`config.mk`:
```
export PLATFORM = sky130hd
export DESIGN_NAME = clock_gen_config_registers
export DESIGN_NICKNAME = d
export VERILOG_FILES = /design/src/clkgen_pkg.sv /design/src/spi_word_rx.sv /design/src/clock_gen_config_registers.sv
export SDC_FILE = /design/constraint.sdc
export NUM_CORES = 1
export LEC_CHECK = 0
export BUFFER_PORTS_ARGS = -buffer_cell sky130_fd_sc_hd__clkbuf_2
export CAP_MARGIN = 20
export CORE_MARGIN = 10
export CORE_UTILIZATION = 42
export CTS_BUF_LIST = sky130_fd_sc_hd__clkbuf_2 sky130_fd_sc_hd__clkbuf_4 sky130_fd_sc_hd__clkbuf_8
export CTS_CLUSTER_SIZE = 24
export DETAILED_ROUTE_END_ITERATION = 6
export MAX_ROUTING_LAYER = met4
export PLACE_DENSITY = 0.66
export SLEW_MARGIN = 20
export SYNTH_ARGS = -nofsm -noshare
export SYNTH_HDL_FRONTEND = slang
export SYNTH_SLANG_ARGS = --single-unit
export TNS_END_PERCENT = 5
```
`constraint.sdc`:
```
create_clock -name clock_in -period 3.9 [get_ports clock_in]
set_input_delay 0.39 -clock clock_in [delete_from_list [all_inputs] [get_ports clock_in]]
set_output_delay 0.39 -clock clock_in [all_outputs]
set_load 0.01 [all_outputs]
```
`src/clkgen_pkg.sv`:
```
`default_nettype none
package clkgen_pkg;
  localparam int         NUM_STORED     = 7;
  localparam logic [7:0] ADDR_PRESCALE  = 8'h00;
  localparam logic [7:0] ADDR_FB_ONE    = 8'h01;
  localparam logic [7:0] ADDR_FB_TWO    = 8'h02;
  localparam logic [7:0] ADDR_OUT_A     = 8'h03;
  localparam logic [7:0] ADDR_OUT_B     = 8'h04;
  localparam logic [7:0] ADDR_CTRL_A    = 8'h05;
  localparam logic [7:0] ADDR_CTRL_B    = 8'h06;
  localparam logic [7:0] ADDR_STATUS    = 8'h07;
  localparam logic [7:0] ADDR_LAST      = 8'h08;
  localparam logic [7:0] REG_RESET      = 8'h00;
  localparam logic [7:0] CTRL_A_RESET   = 8'h60;
  localparam logic [7:0] MASK_FULL      = 8'hFF;
  localparam logic [7:0] MASK_FB_TWO    = 8'hFE;
  localparam logic [7:0] MASK_OUT_DIV   = 8'hE0;
  localparam logic [7:0] MASK_CTRL_A    = 8'hFE;
  localparam logic [7:0] MASK_CTRL_B    = 8'hE6;
  localparam int BIT_OUT_DISABLE = 7;
  localparam int BIT_EN_A        = 6;
  localparam int BIT_EN_B        = 5;
  localparam int BIT_DEFAULT_IN  = 4;
  localparam int BIT_IN_EN_HI    = 3;
  localparam int BIT_IN_EN_LO    = 2;
  localparam int BIT_REVERT      = 1;
  localparam int BIT_MON_RESET   = 0;
  localparam int BIT_HOLD_EN     = 7;
  localparam int BIT_FORCE_HOLD  = 6;
  localparam int BIT_ACQ_NOM     = 5;
  localparam int BIT_SOFT_RESET  = 4;
  localparam int BIT_ROUTE_SEL   = 2;
  localparam int BIT_ACQ_SEL     = 1;
  localparam int RATIO_MSB       = 7;
  localparam int RATIO_LSB       = 5;
  localparam logic [1:0] IN_EN_PINS   = 2'h0;
  localparam logic [1:0] IN_EN_ONLY_A = 2'h1;
  localparam logic [1:0] IN_EN_ONLY_B = 2'h2;
  localparam logic [1:0] STRAP_HIGH   = 2'h2;
  localparam logic [3:0] STRAP_LEVELS = 4'h3;
  localparam logic [1:0] STRAP_SETTLE = 2'h3;
  localparam logic [6:0] DEV_ADDR_BASE = 7'h68;
  localparam logic [2:0] RATIO_CODE_EIGHT = 3'h6;
  localparam logic [2:0] RATIO_CODE_SIXTEEN = 3'h7;
  localparam logic [4:0] RATIO_EIGHT   = 5'h08;
  localparam logic [4:0] RATIO_SIXTEEN = 5'h10;
  localparam logic [4:0] RATIO_RESET   = 5'h01;
  localparam logic [8:0] PRESC_RESET   = 9'h001;
  localparam logic [15:0] FB_RESET     = 16'h0001;
  localparam logic [2:0] BYTE_LAST_BIT = 3'h7;
  localparam logic [4:0] SPI_WORD_BITS = 5'h10;
  typedef enum logic [3:0] {
    ST_IDLE, ST_ADDR, ST_ADDR_ACK, ST_PTR, ST_PTR_ACK,
    ST_WR, ST_WR_ACK, ST_RD, ST_RD_ACK, ST_RD_GO
  } serial_state_t;
endpackage
`default_nettype wire

```
`src/spi_word_rx.sv`:
```
`default_nettype none
module spi_word_rx (
  input  wire logic       clock_in,
  input  wire logic       nrst_in,
  input  wire logic       enable_in,
  input  wire logic       cs_n_in,
  input  wire logic       scl_in,
  input  wire logic       sda_in,
  output logic            word_valid_out,
  output logic [6:0]      word_addr_out,
  output logic [7:0]      word_data_out
);
  import clkgen_pkg::*;
  typedef struct packed {
    logic        cs_n;
    logic        scl;
    logic [15:0] shift;
    logic [4:0]  count;
    logic        valid;
    logic [6:0]  addr;
    logic [7:0]  data;
  } rx_t;
  rx_t rx_q, rx_d;

  always_comb begin
    rx_d       = rx_q;
    rx_d.cs_n  = cs_n_in;
    rx_d.scl   = scl_in;
    rx_d.valid = 1'b0;
    if (cs_n_in) begin
      // a word counts only when select rises after at least 16 bits; clocks after the sixteenth are ignored
      if (!rx_q.cs_n && rx_q.count == SPI_WORD_BITS && !rx_q.shift[15]
          && enable_in) begin
        rx_d.valid = 1'b1;
        rx_d.addr  = rx_q.shift[14:8];
        rx_d.data  = rx_q.shift[7:0];
      end
      rx_d.count = '0;
    end else if (scl_in && !rx_q.scl && rx_q.count != SPI_WORD_BITS) begin
      rx_d.shift = {rx_q.shift[14:0], sda_in};
      rx_d.count = rx_q.count + 5'h01;
    end
  end

  always_ff @(posedge clock_in or negedge nrst_in) begin
    if (!nrst_in) begin
      rx_q      <= '0;
      rx_q.cs_n <= 1'b1;
    end else begin
      rx_q <= rx_d;
    end
  end

  assign word_valid_out = rx_q.valid;
  assign word_addr_out  = rx_q.addr;
  assign word_data_out  = rx_q.data;
endmodule // spi_word_rx
`default_nettype wire

```
`src/clock_gen_config_registers.sv`:
```
// Summary of operation
// - straps give address, both high select three-wire
// - nine byte registers at addresses zero to eight
// - three-wire address uses seven low bits
// - prescaler divides by code plus one
// - feedback code fifteen bits, divides code plus one
// - output ratio from top three bits
// - output disable forces clock outputs low
// - per-output enable zero gives high impedance
// - default input bit picks first or second
// - input enable field, zero defers to pins
// - revert bit enables revertive switching
// - monitor reset in revert clears interrupt flag
// - holdover enable bit permits holdover
// - forced holdover; rising edge captures nominal
// - acquire bit rising edge captures nominal
// - software reset bit equals reset pin
// - route select picks divider for third output
// - acquire select holds crystal at captured value
// - status shows input failures and input used
// - status shows unlock and holdover state
// - power-up values zero, control one 0x60
// - three-wire sixteen-bit words, MSB first
// - two-wire write advances pointer per byte
// - two-wire read streams through last register
`default_nettype none
module clock_gen_config_registers (
  input  wire logic        clock_in,
  input  wire logic        nrst_in,
  input  wire logic [1:0]  addr_strap_zero_in,
  input  wire logic [1:0]  addr_strap_one_in,
  input  wire logic        scl_in,
  input  wire logic        sda_in,
  output logic             sda_out,
  output logic             sda_oe_out,
  input  wire logic        cs_n_in,
  input  wire logic        master_reset_pin_in,
  input  wire logic        input_select_pin_a_in,
  input  wire logic        input_select_pin_b_in,
  input  wire logic        ref_fail_a_in,
  input  wire logic        ref_fail_b_in,
  input  wire logic        ref_in_use_in,
  input  wire logic        pll_unlocked_in,
  input  wire logic        holdover_active_in,
  input  wire logic        monitor_event_in,
  output logic [8:0]       prescale_ratio_out,
  output logic [15:0]      feedback_ratio_out,
  output logic [4:0]       out_ratio_a_out,
  output logic [4:0]       out_ratio_b_out,
  output logic             clock_out_a_oe_out,
  output logic             clock_out_b_oe_out,
  output logic             clock_out_force_low_out,
  output logic             divider_route_select_out,
  output logic             default_input_out,
  output logic [1:0]       ref_input_enable_out,
  output logic             revert_enable_out,
  output logic             monitor_reset_out,
  output logic             int_out,
  output logic             holdover_enable_out,
  output logic             forced_holdover_out,
  output logic             acquire_nominal_out,
  output logic             acquire_select_out,
  output logic             chip_reset_out
);
  import clkgen_pkg::*;

  localparam int SYNC_W = 15;
  localparam int S_AD0 = 0;
  localparam int S_AD1 = 2;
  localparam int S_SCL = 4;
  localparam int S_SDA = 5;
  localparam int S_CS  = 6;
  localparam int S_MR  = 7;
  localparam int S_SLA = 8;
  localparam int S_SLB = 9;
  localparam int S_FA  = 10;
  localparam int S_FB  = 11;
  localparam int S_USE = 12;
  localparam int S_UNL = 13;
  localparam int S_HLD = 14;

  typedef struct packed {
    logic [SYNC_W-1:0]           s1;
    logic [SYNC_W-1:0]           s2;
    logic                        mon1;
    logic                        mon2;
    logic                        mon_prev;
    logic                        scl_prev;
    logic                        sda_prev;
    logic [1:0]                  strap_cnt;
    logic                        strap_done;
    logic                        spi_mode;
    logic [6:0]                  dev_addr;
    serial_state_t               state;
    logic [2:0]                  bits;
    logic                        full;
    logic [7:0]                  shift;
    logic                        rw;
    logic [7:0]                  ptr;
    logic                        sda_oe;
    logic [NUM_STORED-1:0][7:0]  regs;
    logic                        int_flag;
    logic [7:0]                  status;
    logic [8:0]                  presc;
    logic [15:0]                 fb;
    logic [4:0]                  ratio_a;
    logic [4:0]                  ratio_b;
    logic [1:0]                  ref_en;
    logic                        mon_rst;
    logic                        acq;
    logic                        chip_rst;
  } state_t;

  state_t     st_q, st_d;
  logic       spi_valid;
  logic [6:0] spi_addr;
  logic [7:0] spi_data;

  spi_word_rx u_spi (
    .clock_in       (clock_in),
    .nrst_in        (nrst_in),
    .enable_in      (st_q.spi_mode),
    .cs_n_in        (st_q.s2[S_CS]),
    .scl_in         (st_q.s2[S_SCL]),
    .sda_in         (st_q.s2[S_SDA]),
    .word_valid_out (spi_valid),
    .word_addr_out  (spi_addr),
    .word_data_out  (spi_data)
  );

  // reserved bits never store, so they read back as zero
  function automatic logic [7:0] write_mask(input logic [7:0] a);
    case (a)
      ADDR_FB_TWO:             write_mask = MASK_FB_TWO;
      ADDR_OUT_A, ADDR_OUT_B:  write_mask = MASK_OUT_DIV;
      ADDR_CTRL_A:             write_mask = MASK_CTRL_A;
      ADDR_CTRL_B:             write_mask = MASK_CTRL_B;
      default:                 write_mask = MASK_FULL;
    endcase
  endfunction

  function automatic logic [4:0] ratio(input logic [7:0] r);
    logic [2:0] c;
    c = r[RATIO_MSB:RATIO_LSB];
    if (c == RATIO_CODE_SIXTEEN)    ratio = RATIO_SIXTEEN;
    else if (c == RATIO_CODE_EIGHT) ratio = RATIO_EIGHT;
    else                            ratio = {2'b00, c} + RATIO_RESET;
  endfunction

  function automatic logic [7:0] rd_byte(input logic [7:0] a,
                                         input state_t s);
    if (a < ADDR_STATUS)       rd_byte = s.regs[a[2:0]];
    else if (a == ADDR_STATUS) rd_byte = s.status;
    else                       rd_byte = REG_RESET;
  endfunction

  always_comb begin
    logic       scl;
    logic       sda;
    logic       wr_en;
    logic [7:0] wr_addr;
    logic [7:0] wr_data;
    logic [7:0] ptr_next;
    logic [3:0] idx;
    scl      = st_q.s2[S_SCL];
    sda      = st_q.s2[S_SDA];
    wr_en    = 1'b0;
    wr_addr  = REG_RESET;
    wr_data  = REG_RESET;
    ptr_next = (st_q.ptr >= ADDR_LAST) ? st_q.ptr : st_q.ptr + 8'h01;
    idx      = {2'b00, st_q.s2[S_AD0+:2]} * STRAP_LEVELS
               + {2'b00, st_q.s2[S_AD1+:2]};
    st_d     = st_q;
    st_d.s1  = {holdover_active_in, pll_unlocked_in, ref_in_use_in,
                ref_fail_b_in, ref_fail_a_in, input_select_pin_b_in,
                input_select_pin_a_in, master_reset_pin_in, cs_n_in,
                sda_in, scl_in, addr_strap_one_in, addr_strap_zero_in};
    st_d.s2       = st_q.s1;
    st_d.mon1     = monitor_event_in;
    st_d.mon2     = st_q.mon1;
    st_d.mon_prev = st_q.mon2;
    st_d.scl_prev = scl;
    st_d.sda_prev = sda;
    st_d.mon_rst  = 1'b0;
    st_d.acq      = 1'b0;
    // straps are taken once, after the synchroniser has filled
    if (!st_q.strap_done) begin
      st_d.strap_cnt = st_q.strap_cnt + 2'h1;
      if (st_q.strap_cnt == STRAP_SETTLE) begin
        st_d.strap_done = 1'b1;
        st_d.spi_mode   = st_q.s2[S_AD0+:2] == STRAP_HIGH
                          && st_q.s2[S_AD1+:2] == STRAP_HIGH;
        st_d.dev_addr   = DEV_ADDR_BASE + {3'b000, idx};
      end
    end
    if (!st_q.strap_done || st_q.spi_mode) begin
      st_d.state  = ST_IDLE;
      st_d.sda_oe = 1'b0;
    end else if (scl && st_q.scl_prev && st_q.sda_prev && !sda) begin
      st_d.state  = ST_ADDR;
      st_d.bits   = '0;
      st_d.full   = 1'b0;
      st_d.sda_oe = 1'b0;
    end else if (scl && st_q.scl_prev && !st_q.sda_prev && sda) begin
      st_d.state  = ST_IDLE;
      st_d.sda_oe = 1'b0;
    end else if (scl && !st_q.scl_prev) begin
      case (st_q.state)
        ST_ADDR, ST_PTR, ST_WR, ST_RD: begin
          st_d.bits = st_q.bits + 3'h1;
          st_d.full = st_q.bits == BYTE_LAST_BIT;
          if (st_q.state != ST_RD) st_d.shift = {st_q.shift[6:0], sda};
        end
        ST_RD_ACK: begin
          if (sda) begin
            st_d.state = ST_IDLE;
          end else begin
            st_d.ptr   = ptr_next;
            st_d.shift = rd_byte(ptr_next, st_q);
            st_d.state = ST_RD_GO;
          end
        end
        default: ;
      endcase
    end else if (!scl && st_q.scl_prev) begin
      case (st_q.state)
        ST_ADDR: begin
          if (st_q.full) begin
            st_d.full = 1'b0;
            if (st_q.shift[7:1] == st_q.dev_addr) begin
              st_d.sda_oe = 1'b1;
              st_d.rw     = st_q.shift[0];
              st_d.state  = ST_ADDR_ACK;
            end else begin
              st_d.state = ST_IDLE;
            end
          end
        end
        ST_ADDR_ACK: begin
          if (st_q.rw) begin
            st_d.shift  = rd_byte(st_q.ptr, st_q);
            st_d.sda_oe = ~st_d.shift[7];
            st_d.state  = ST_RD;
          end else begin
            st_d.sda_oe = 1'b0;
            st_d.state  = ST_PTR;
          end
        end
        ST_PTR: begin
          if (st_q.full) begin
            st_d.full   = 1'b0;
            st_d.ptr    = st_q.shift;
            st_d.sda_oe = 1'b1;
            st_d.state  = ST_PTR_ACK;
          end
        end
        ST_PTR_ACK, ST_WR_ACK: begin
          st_d.sda_oe = 1'b0;
          st_d.state  = ST_WR;
        end
        ST_WR: begin
          if (st_q.full) begin
            st_d.full   = 1'b0;
            wr_en       = 1'b1;
            wr_addr     = st_q.ptr;
            wr_data     = st_q.shift;
            st_d.ptr    = st_q.ptr + 8'h01;
            st_d.sda_oe = 1'b1;
            st_d.state  = ST_WR_ACK;
          end
        end
        ST_RD: begin
          if (st_q.full) begin
            st_d.full   = 1'b0;
            st_d.sda_oe = 1'b0;
            st_d.state  = ST_RD_ACK;
          end else begin
            st_d.shift  = {st_q.shift[6:0], 1'b0};
            st_d.sda_oe = ~st_q.shift[6];
          end
        end
        ST_RD_GO: begin
          st_d.sda_oe = ~st_q.shift[7];
          st_d.state  = ST_RD;
        end
        default: ;
      endcase
    end
    if (spi_valid) begin
      wr_en   = 1'b1;
      wr_addr = {1'b0, spi_addr};
      wr_data = spi_data;
    end
    // status, spare and out-of-range addresses swallow writes
    if (wr_en && wr_addr < ADDR_STATUS) begin
      st_d.regs[wr_addr[2:0]] = wr_data & write_mask(wr_addr);
      if (wr_addr == ADDR_CTRL_A && wr_data[BIT_MON_RESET]
          && wr_data[BIT_REVERT]) begin
        st_d.mon_rst = 1'b1;
      end
      if (wr_addr == ADDR_CTRL_B) begin
        st_d.acq = (wr_data[BIT_ACQ_NOM]
                    && !st_q.regs[ADDR_CTRL_B][BIT_ACQ_NOM])
                   || (wr_data[BIT_FORCE_HOLD]
                    && !st_q.regs[ADDR_CTRL_B][BIT_FORCE_HOLD]);
      end
    end
    // a new failure event beats a simultaneous monitor reset
    if (st_q.mon2 && !st_q.mon_prev) st_d.int_flag = 1'b1;
    else if (st_d.mon_rst)           st_d.int_flag = 1'b0;
    st_d.chip_rst = st_q.s2[S_MR] || (wr_en && wr_addr == ADDR_CTRL_B
                    && wr_data[BIT_SOFT_RESET]);
    if (st_d.chip_rst) begin
      st_d.regs              = '0;
      st_d.regs[ADDR_CTRL_A] = CTRL_A_RESET;
      st_d.int_flag          = 1'b0;
      st_d.mon_rst           = 1'b0;
      st_d.acq               = 1'b0;
      st_d.state             = ST_IDLE;
      st_d.sda_oe            = 1'b0;
    end
    st_d.status = {st_d.int_flag, st_q.s2[S_FA], st_q.s2[S_FB],
                   st_q.s2[S_USE], st_q.s2[S_UNL], st_q.s2[S_HLD],
                   2'b00};
    st_d.presc   = {1'b0, st_d.regs[ADDR_PRESCALE]} + PRESC_RESET;
    st_d.fb      = {1'b0, st_d.regs[ADDR_FB_ONE],
                    st_d.regs[ADDR_FB_TWO][7:1]} + FB_RESET;
    st_d.ratio_a = ratio(st_d.regs[ADDR_OUT_A]);
    st_d.ratio_b = ratio(st_d.regs[ADDR_OUT_B]);
    case (st_d.regs[ADDR_CTRL_A][BIT_IN_EN_HI:BIT_IN_EN_LO])
      IN_EN_PINS:   st_d.ref_en = {st_q.s2[S_SLB], st_q.s2[S_SLA]};
      IN_EN_ONLY_A: st_d.ref_en = 2'b01;
      IN_EN_ONLY_B: st_d.ref_en = 2'b10;
      default:      st_d.ref_en = 2'b11;
    endcase
  end

  always_ff @(posedge clock_in or negedge nrst_in) begin
    if (!nrst_in) begin
      st_q                   <= '0;
      st_q.regs[ADDR_CTRL_A] <= CTRL_A_RESET;
      st_q.presc             <= PRESC_RESET;
      st_q.fb                <= FB_RESET;
      st_q.ratio_a           <= RATIO_RESET;
      st_q.ratio_b           <= RATIO_RESET;
    end else begin
      st_q <= st_d;
    end
  end

  // open-drain line: only the enable ever moves
  assign sda_out                  = 1'b0;
  assign sda_oe_out               = st_q.sda_oe;
  assign prescale_ratio_out       = st_q.presc;
  assign feedback_ratio_out       = st_q.fb;
  assign out_ratio_a_out          = st_q.ratio_a;
  assign out_ratio_b_out          = st_q.ratio_b;
  assign clock_out_a_oe_out       = st_q.regs[ADDR_CTRL_A][BIT_EN_A];
  assign clock_out_b_oe_out       = st_q.regs[ADDR_CTRL_A][BIT_EN_B];
  assign clock_out_force_low_out  =
    st_q.regs[ADDR_CTRL_A][BIT_OUT_DISABLE];
  assign divider_route_select_out =
    st_q.regs[ADDR_CTRL_B][BIT_ROUTE_SEL];
  assign default_input_out   = st_q.regs[ADDR_CTRL_A][BIT_DEFAULT_IN];
  assign ref_input_enable_out = st_q.ref_en;
  assign revert_enable_out   = st_q.regs[ADDR_CTRL_A][BIT_REVERT];
  assign monitor_reset_out   = st_q.mon_rst;
  assign int_out             = st_q.int_flag;
  assign holdover_enable_out = st_q.regs[ADDR_CTRL_B][BIT_HOLD_EN];
  assign forced_holdover_out =
    st_q.regs[ADDR_CTRL_B][BIT_FORCE_HOLD];
  assign acquire_nominal_out = st_q.acq;
  assign acquire_select_out  = st_q.regs[ADDR_CTRL_B][BIT_ACQ_SEL];
  assign chip_reset_out      = st_q.chip_rst;
endmodule // clock_gen_config_registers
`default_nettype wire

```
==> metrics.txt <==
# TYPE chip_impl_metric gauge
chip_impl_metric{name="synth-seq-area-share",unit="%"} 48.38
chip_impl_info{name="root_buffer",value="clkbuf_8"} 1
chip_impl_info{name="result_of_the_run",value="complete, no violations"} 1
chip_impl_metric{name="die_w",unit="um"} 181.3
chip_impl_info{name="worstReg2RegEnd",value="feedback_ratio_out[10]"} 1
chip_impl_metric{name="clock_insertion_delay_worst_skew",unit="ps"} 530
chip_impl_metric{name="gr-total-overflow",unit=""} 0
chip_impl_metric{name="ff_latch_area",unit="um2"} 5289
chip_impl_info{name="cts_tree",value="built"} 1
chip_impl_metric{name="syn_avg_cell_area",unit="um2"} 10.51
chip_impl_metric{name="netlist-cell-type-count",unit=""} 79
chip_impl_metric{name="maxSlewHeadroom",unit="%"} 45.44
chip_impl_metric{name="finalClockSkew",unit="ps"} 21.30
chip_impl_metric{name="via_count",unit=""} 8395
chip_impl_metric{name="static-leakage-power",unit="nW"} 5.580
chip_impl_metric{name="synth-compound-area-share",unit="%"} 14.36
chip_impl_metric{name="powerDensity",unit="nW/um2"} 383.5
chip_impl_metric{name="slew_violations",unit=""} 0
chip_impl_metric{name="postSynthRegisterBits",unit=""} 211
chip_impl_info{name="crit_path_end_kind",value="flop"} 1
chip_impl_metric{name="number_of_max_cap_violations",unit=""} 0
chip_impl_info{name="reg2reg_from",value="u_spi.rx_q[37]"} 1
chip_impl_metric{name="cts-buffers-inserted",unit=""} 37
chip_impl_metric{name="grt_max_degree",unit=""} 94
chip_impl_info{name="worstSetupEndpoint",value="feedback_ratio_out[10]"} 1
chip_impl_metric{name="sink_count_of_the_clock_tree",unit=""} 211
chip_impl_metric{name="post_route_cells_drive_above_1_share",unit="%"} 25.37
chip_impl_metric{name="drtPass1Iterations",unit=""} 5
chip_impl_metric{name="antenna_cells_inserted",unit=""} 0
chip_impl_metric{name="synth_enable_flop_cells",unit=""} 0
chip_impl_metric{name="num-fill-cells",unit=""} 2325
chip_impl_metric{name="cp_max_fanout",unit=""} 5
chip_impl_metric{name="drtIter0Drc",unit=""} 701
chip_impl_metric{name="drt.antenna.violating_nets",unit=""} 0
chip_impl_info{name="crit_start",value="u_spi.rx_q[37]"} 1
chip_impl_info{name="critical_path_class",value="flop to flop"} 1
chip_impl_metric{name="finalHoldViolations",unit=""} 0
chip_impl_metric{name="area_growth",unit="%"} 15.62
chip_impl_metric{name="global_route_wire_length_before_repair",unit="mm"} 47.04
chip_impl_metric{name="multi_input_area",unit="um2"} 5021
chip_impl_metric{name="drc",unit=""} 0
chip_impl_metric{name="syn-num-nets",unit=""} 1077
chip_impl_info{name="synth_top_family_by_area",value="simple AND/OR/NAND/NOR gates"} 1
chip_impl_metric{name="grt_usage",unit="%"} 18.01
chip_impl_info{name="synth_top_cell_by_area",value="dfrtp_1"} 1
chip_impl_metric{name="vdd_drop_max",unit="mV"} 0.2685
chip_impl_metric{name="via_per_inst",unit=""} 5.668
chip_impl_metric{name="setup_viol_count_final",unit=""} 0
chip_impl_metric{name="synth_area",unit="um2"} 10930
chip_impl_metric{name="synthCells",unit=""} 1040
chip_impl_info{name="setup_repair_after_global_routing_missed_its_margin",value="no"} 1
chip_impl_metric{name="finalWeightedCongestion",unit=""} 0.9420
chip_impl_info{name="top_ff_cell_synth",value="dfrtp_1"} 1
chip_impl_metric{name="placeableCoreArea",unit="um2"} 25400
chip_impl_metric{name="max_freq",unit="MHz"} 271.9
chip_impl_metric{name="placement.io_buffers",unit=""} 68
chip_impl_metric{name="grt_antenna_before_repair",unit=""} 0
chip_impl_metric{name="post_synth_arst_share",unit="%"} 100.0
chip_impl_metric{name="synth_top_area_share",unit="%"} 46.70
chip_impl_info{name="synth_area_leaders",value="dfrtp_1, mux2_2, nand2_1, mux2i_1, buf_4"} 1
chip_impl_metric{name="yosys.area_share.simple",unit="%"} 15.47
chip_impl_metric{name="die_height",unit="um"} 181.3
chip_impl_metric{name="max_slew.worst_pin.slew",unit="ps"} 814.8
chip_impl_metric{name="cp.arrival",unit="ps"} 4070
chip_impl_metric{name="post_synth_mux_area_share",unit="%"} 10.54
chip_impl_metric{name="hpwlAfterDp",unit="mm"} 21.02
chip_impl_metric{name="floorplan.die_area",unit="um2"} 32880
chip_impl_metric{name="drt-total-wl",unit="mm"} 29.22
chip_impl_metric{name="vias_in_the_first_global_route",unit=""} 8253
chip_impl_metric{name="floorplan.initialDensity",unit="%"} 43.04
chip_impl_metric{name="setup_total_negative_slack",unit="ps"} 0
chip_impl_metric{name="synthAdderAreaFrac",unit="%"} 2.312
chip_impl_metric{name="final_nets",unit=""} 1161
chip_impl_metric{name="timing.hold.ws",unit="ps"} 333.4
chip_impl_metric{name="yosys_warnings",unit=""} 0
chip_impl_metric{name="ctsLongestPathBuffers",unit=""} 3
chip_impl_metric{name="cts_htree_levels",unit=""} 2
chip_impl_info{name="worstHoldStart",value="st_d[159]"} 1
chip_impl_metric{name="critical_path_required",unit="ps"} 4300
chip_impl_info{name="worst_hold_path_type",value="flop to flop"} 1
chip_impl_info{name="worst_setup_path_start_kind",value="flop"} 1
chip_impl_metric{name="wl_per_cell",unit="um"} 19.73
chip_impl_metric{name="post-route-min-period",unit="ps"} 3678
chip_impl_metric{name="regToRegSetupSlack",unit="ps"} 220
chip_impl_metric{name="rows",unit=""} 58
chip_impl_metric{name="synthXorXnorAreaFrac",unit="%"} 2.804
chip_impl_metric{name="worst_r2r_path_depth",unit=""} 14
chip_impl_metric{name="path_clk_slew",unit="ps"} 50
chip_impl_metric{name="floorplan.io_pins",unit=""} 70
chip_impl_metric{name="post-route-period-util",unit="%"} 94.31
==> where the power goes <==
group / leakage, nW / total, W / internal (W) / switching [W]
registers: 2.78 / 0.00237 / 0.00229 / 0.0000835
clock network: 0.429 / 0.00218 / 0.00129 / 0.000894
logic: 2.37 / 0.000292 / 0.000126 / 0.000166
total: 5.58 / 0.00485 / 0.00370 / 0.00114
==> worst max-delay path: stages (launching register included) <==
cell       delay, ps
dfrtp_1          370
inv_1             60
ha_1             200
nand2b_1         200
a2111o_1         440
o41a_4           540
nor4_4           370
mux2_2           230
and2_1           140
ha_1             140
inv_1             70
a2111oi_4        220
nand4_1          240
buf_4            210
xnor2_1          110
==> kinds of logic (layout without fill, tap and decap cells) <==
| kind of cell | after synthesis | in the layout |
|---|---|---|
| other | 1 | 1 |
| buffers and inverters | 130 | 241 |
| multiplexers | 99 | 99 |
| adder cells (fa/ha/maj) | 19 | 19 |
| AO/OA/AOI/OAI | 210 | 210 |
| XOR/XNOR | 35 | 35 |
| AND/OR/NAND/NOR | 335 | 335 |
| flip-flops | 211 | 211 |
==> sequential cells by signal (all words and copies together), names as in the netlist, 2 cells and up <==
signal and flops:
ref_input_enable_out 2, st_d 24, u_spi.word_addr_out 7, prescale_ratio_out 9, out_ratio_b_out 5, u_spi.rx_q 23
out_ratio_a_out 5, st_q 98, u_spi.word_data_out 8, feedback_ratio_out 16
==> stage by stage <==
step	cell area, um2	setup WS, ps	utilization [%]	cells	power [W]
2_1_floorplan	10950	32.66	-	1040	0.002553
3_3_place_gp	11620	296.8	45.74	1393	0.002678
3_5_place_dp	11620	219.7	45.74	1393	0.002690
4_1_cts	12590	175.1	49.58	1476	0.004911
5_1_grt	12640	5.744	49.76	1481	0.005072
6_report	12640	221.9	49.76	1481	0.004847
==> layout by cell type, fill, tap and decap left out, drive strengths merged, types with 15 or more instances in the layout <==
cell type	instances
dfrtp	204
clkbuf	125
nand2	113
nor2	65
buf	59
mux2	49
mux2i	42
o21ai	40
a21oi	34
inv	32
nand3	31
nor3	27
a211oi	26
xor2	18
xnor2	17
ha	17
dlygate4sd3	17
and2	15
o22ai	15
==> what timing repair did <==
item / CTS / global route
hold endpoints to repair: 103 / 0
endpoints found under the setup margin: 0 / 2
hold buffers: 17 / 0
resized for setup: 0 / 2
setup buffers: 0 / 5
==> worst min-delay path by stage <==
stage	to	slack (ps)	cells past startpoint
floorplan	acquire_nominal_out	90	0
global route	st_d[44]	340	0
CTS	st_d[44]	340	0
finish	st_d[44]	330	0
detailed placement	st_d[45]	330	0
global placement	st_q[150]	330	0
==> per-layer routing <==
metal  part of all wire (%)  wire, um  vias to the layer above  GRT usage, %
met1                     43     12640                     4161         23.64
met4                    2.3       676                        0         5.109
met5                      0         0                        -             -
met3                    7.2      2095                       52         3.377
li1                       -         -                     3874             -
met2                     47     13810                      308         27.95
==> final cells by class <==
type / instances / share of cell area, %
Tap cell: 330 / 3.267
Multi-Input combinational cell: 699 / 39.72
Clock buffer: 58 / 5.623
Timing Repair Buffer: 143 / 7.860
Inverter: 32 / 0.9503
Clock inverter: 8 / 0.7325
Sequential cell: 211 / 41.84
==> Yosys cell counts (5+ instances only) <==
cell      instances
nand2b_1         13
and3_1           12
buf_1             6
buf_4            40
o221ai_1          5
nor2_1           64
ha_1             17
xnor2_1          17
nand3_1          31
o21ai_0          40
o211ai_1          5
buf_2            10
a22o_1            8
a22oi_1           7
nor3b_1           5
mux4_2            8
nand3b_1          5
mux2i_1          42
nor4_1            5
a21o_1           11
nor3_1           25
inv_1            29
a211oi_1         16
a221oi_1         14
xor2_1           18
a21oi_1          34
and2_1           15
clkbuf_1         40
dfstp_2           7
mux2_2           49
nand4_1          11
nand2_1         113
a211oi_2         10
o22ai_1          15
nor2b_1          14
a32o_1            5
dfrtp_1         204
Note: power is estimated with default switching activity, not from simulation.
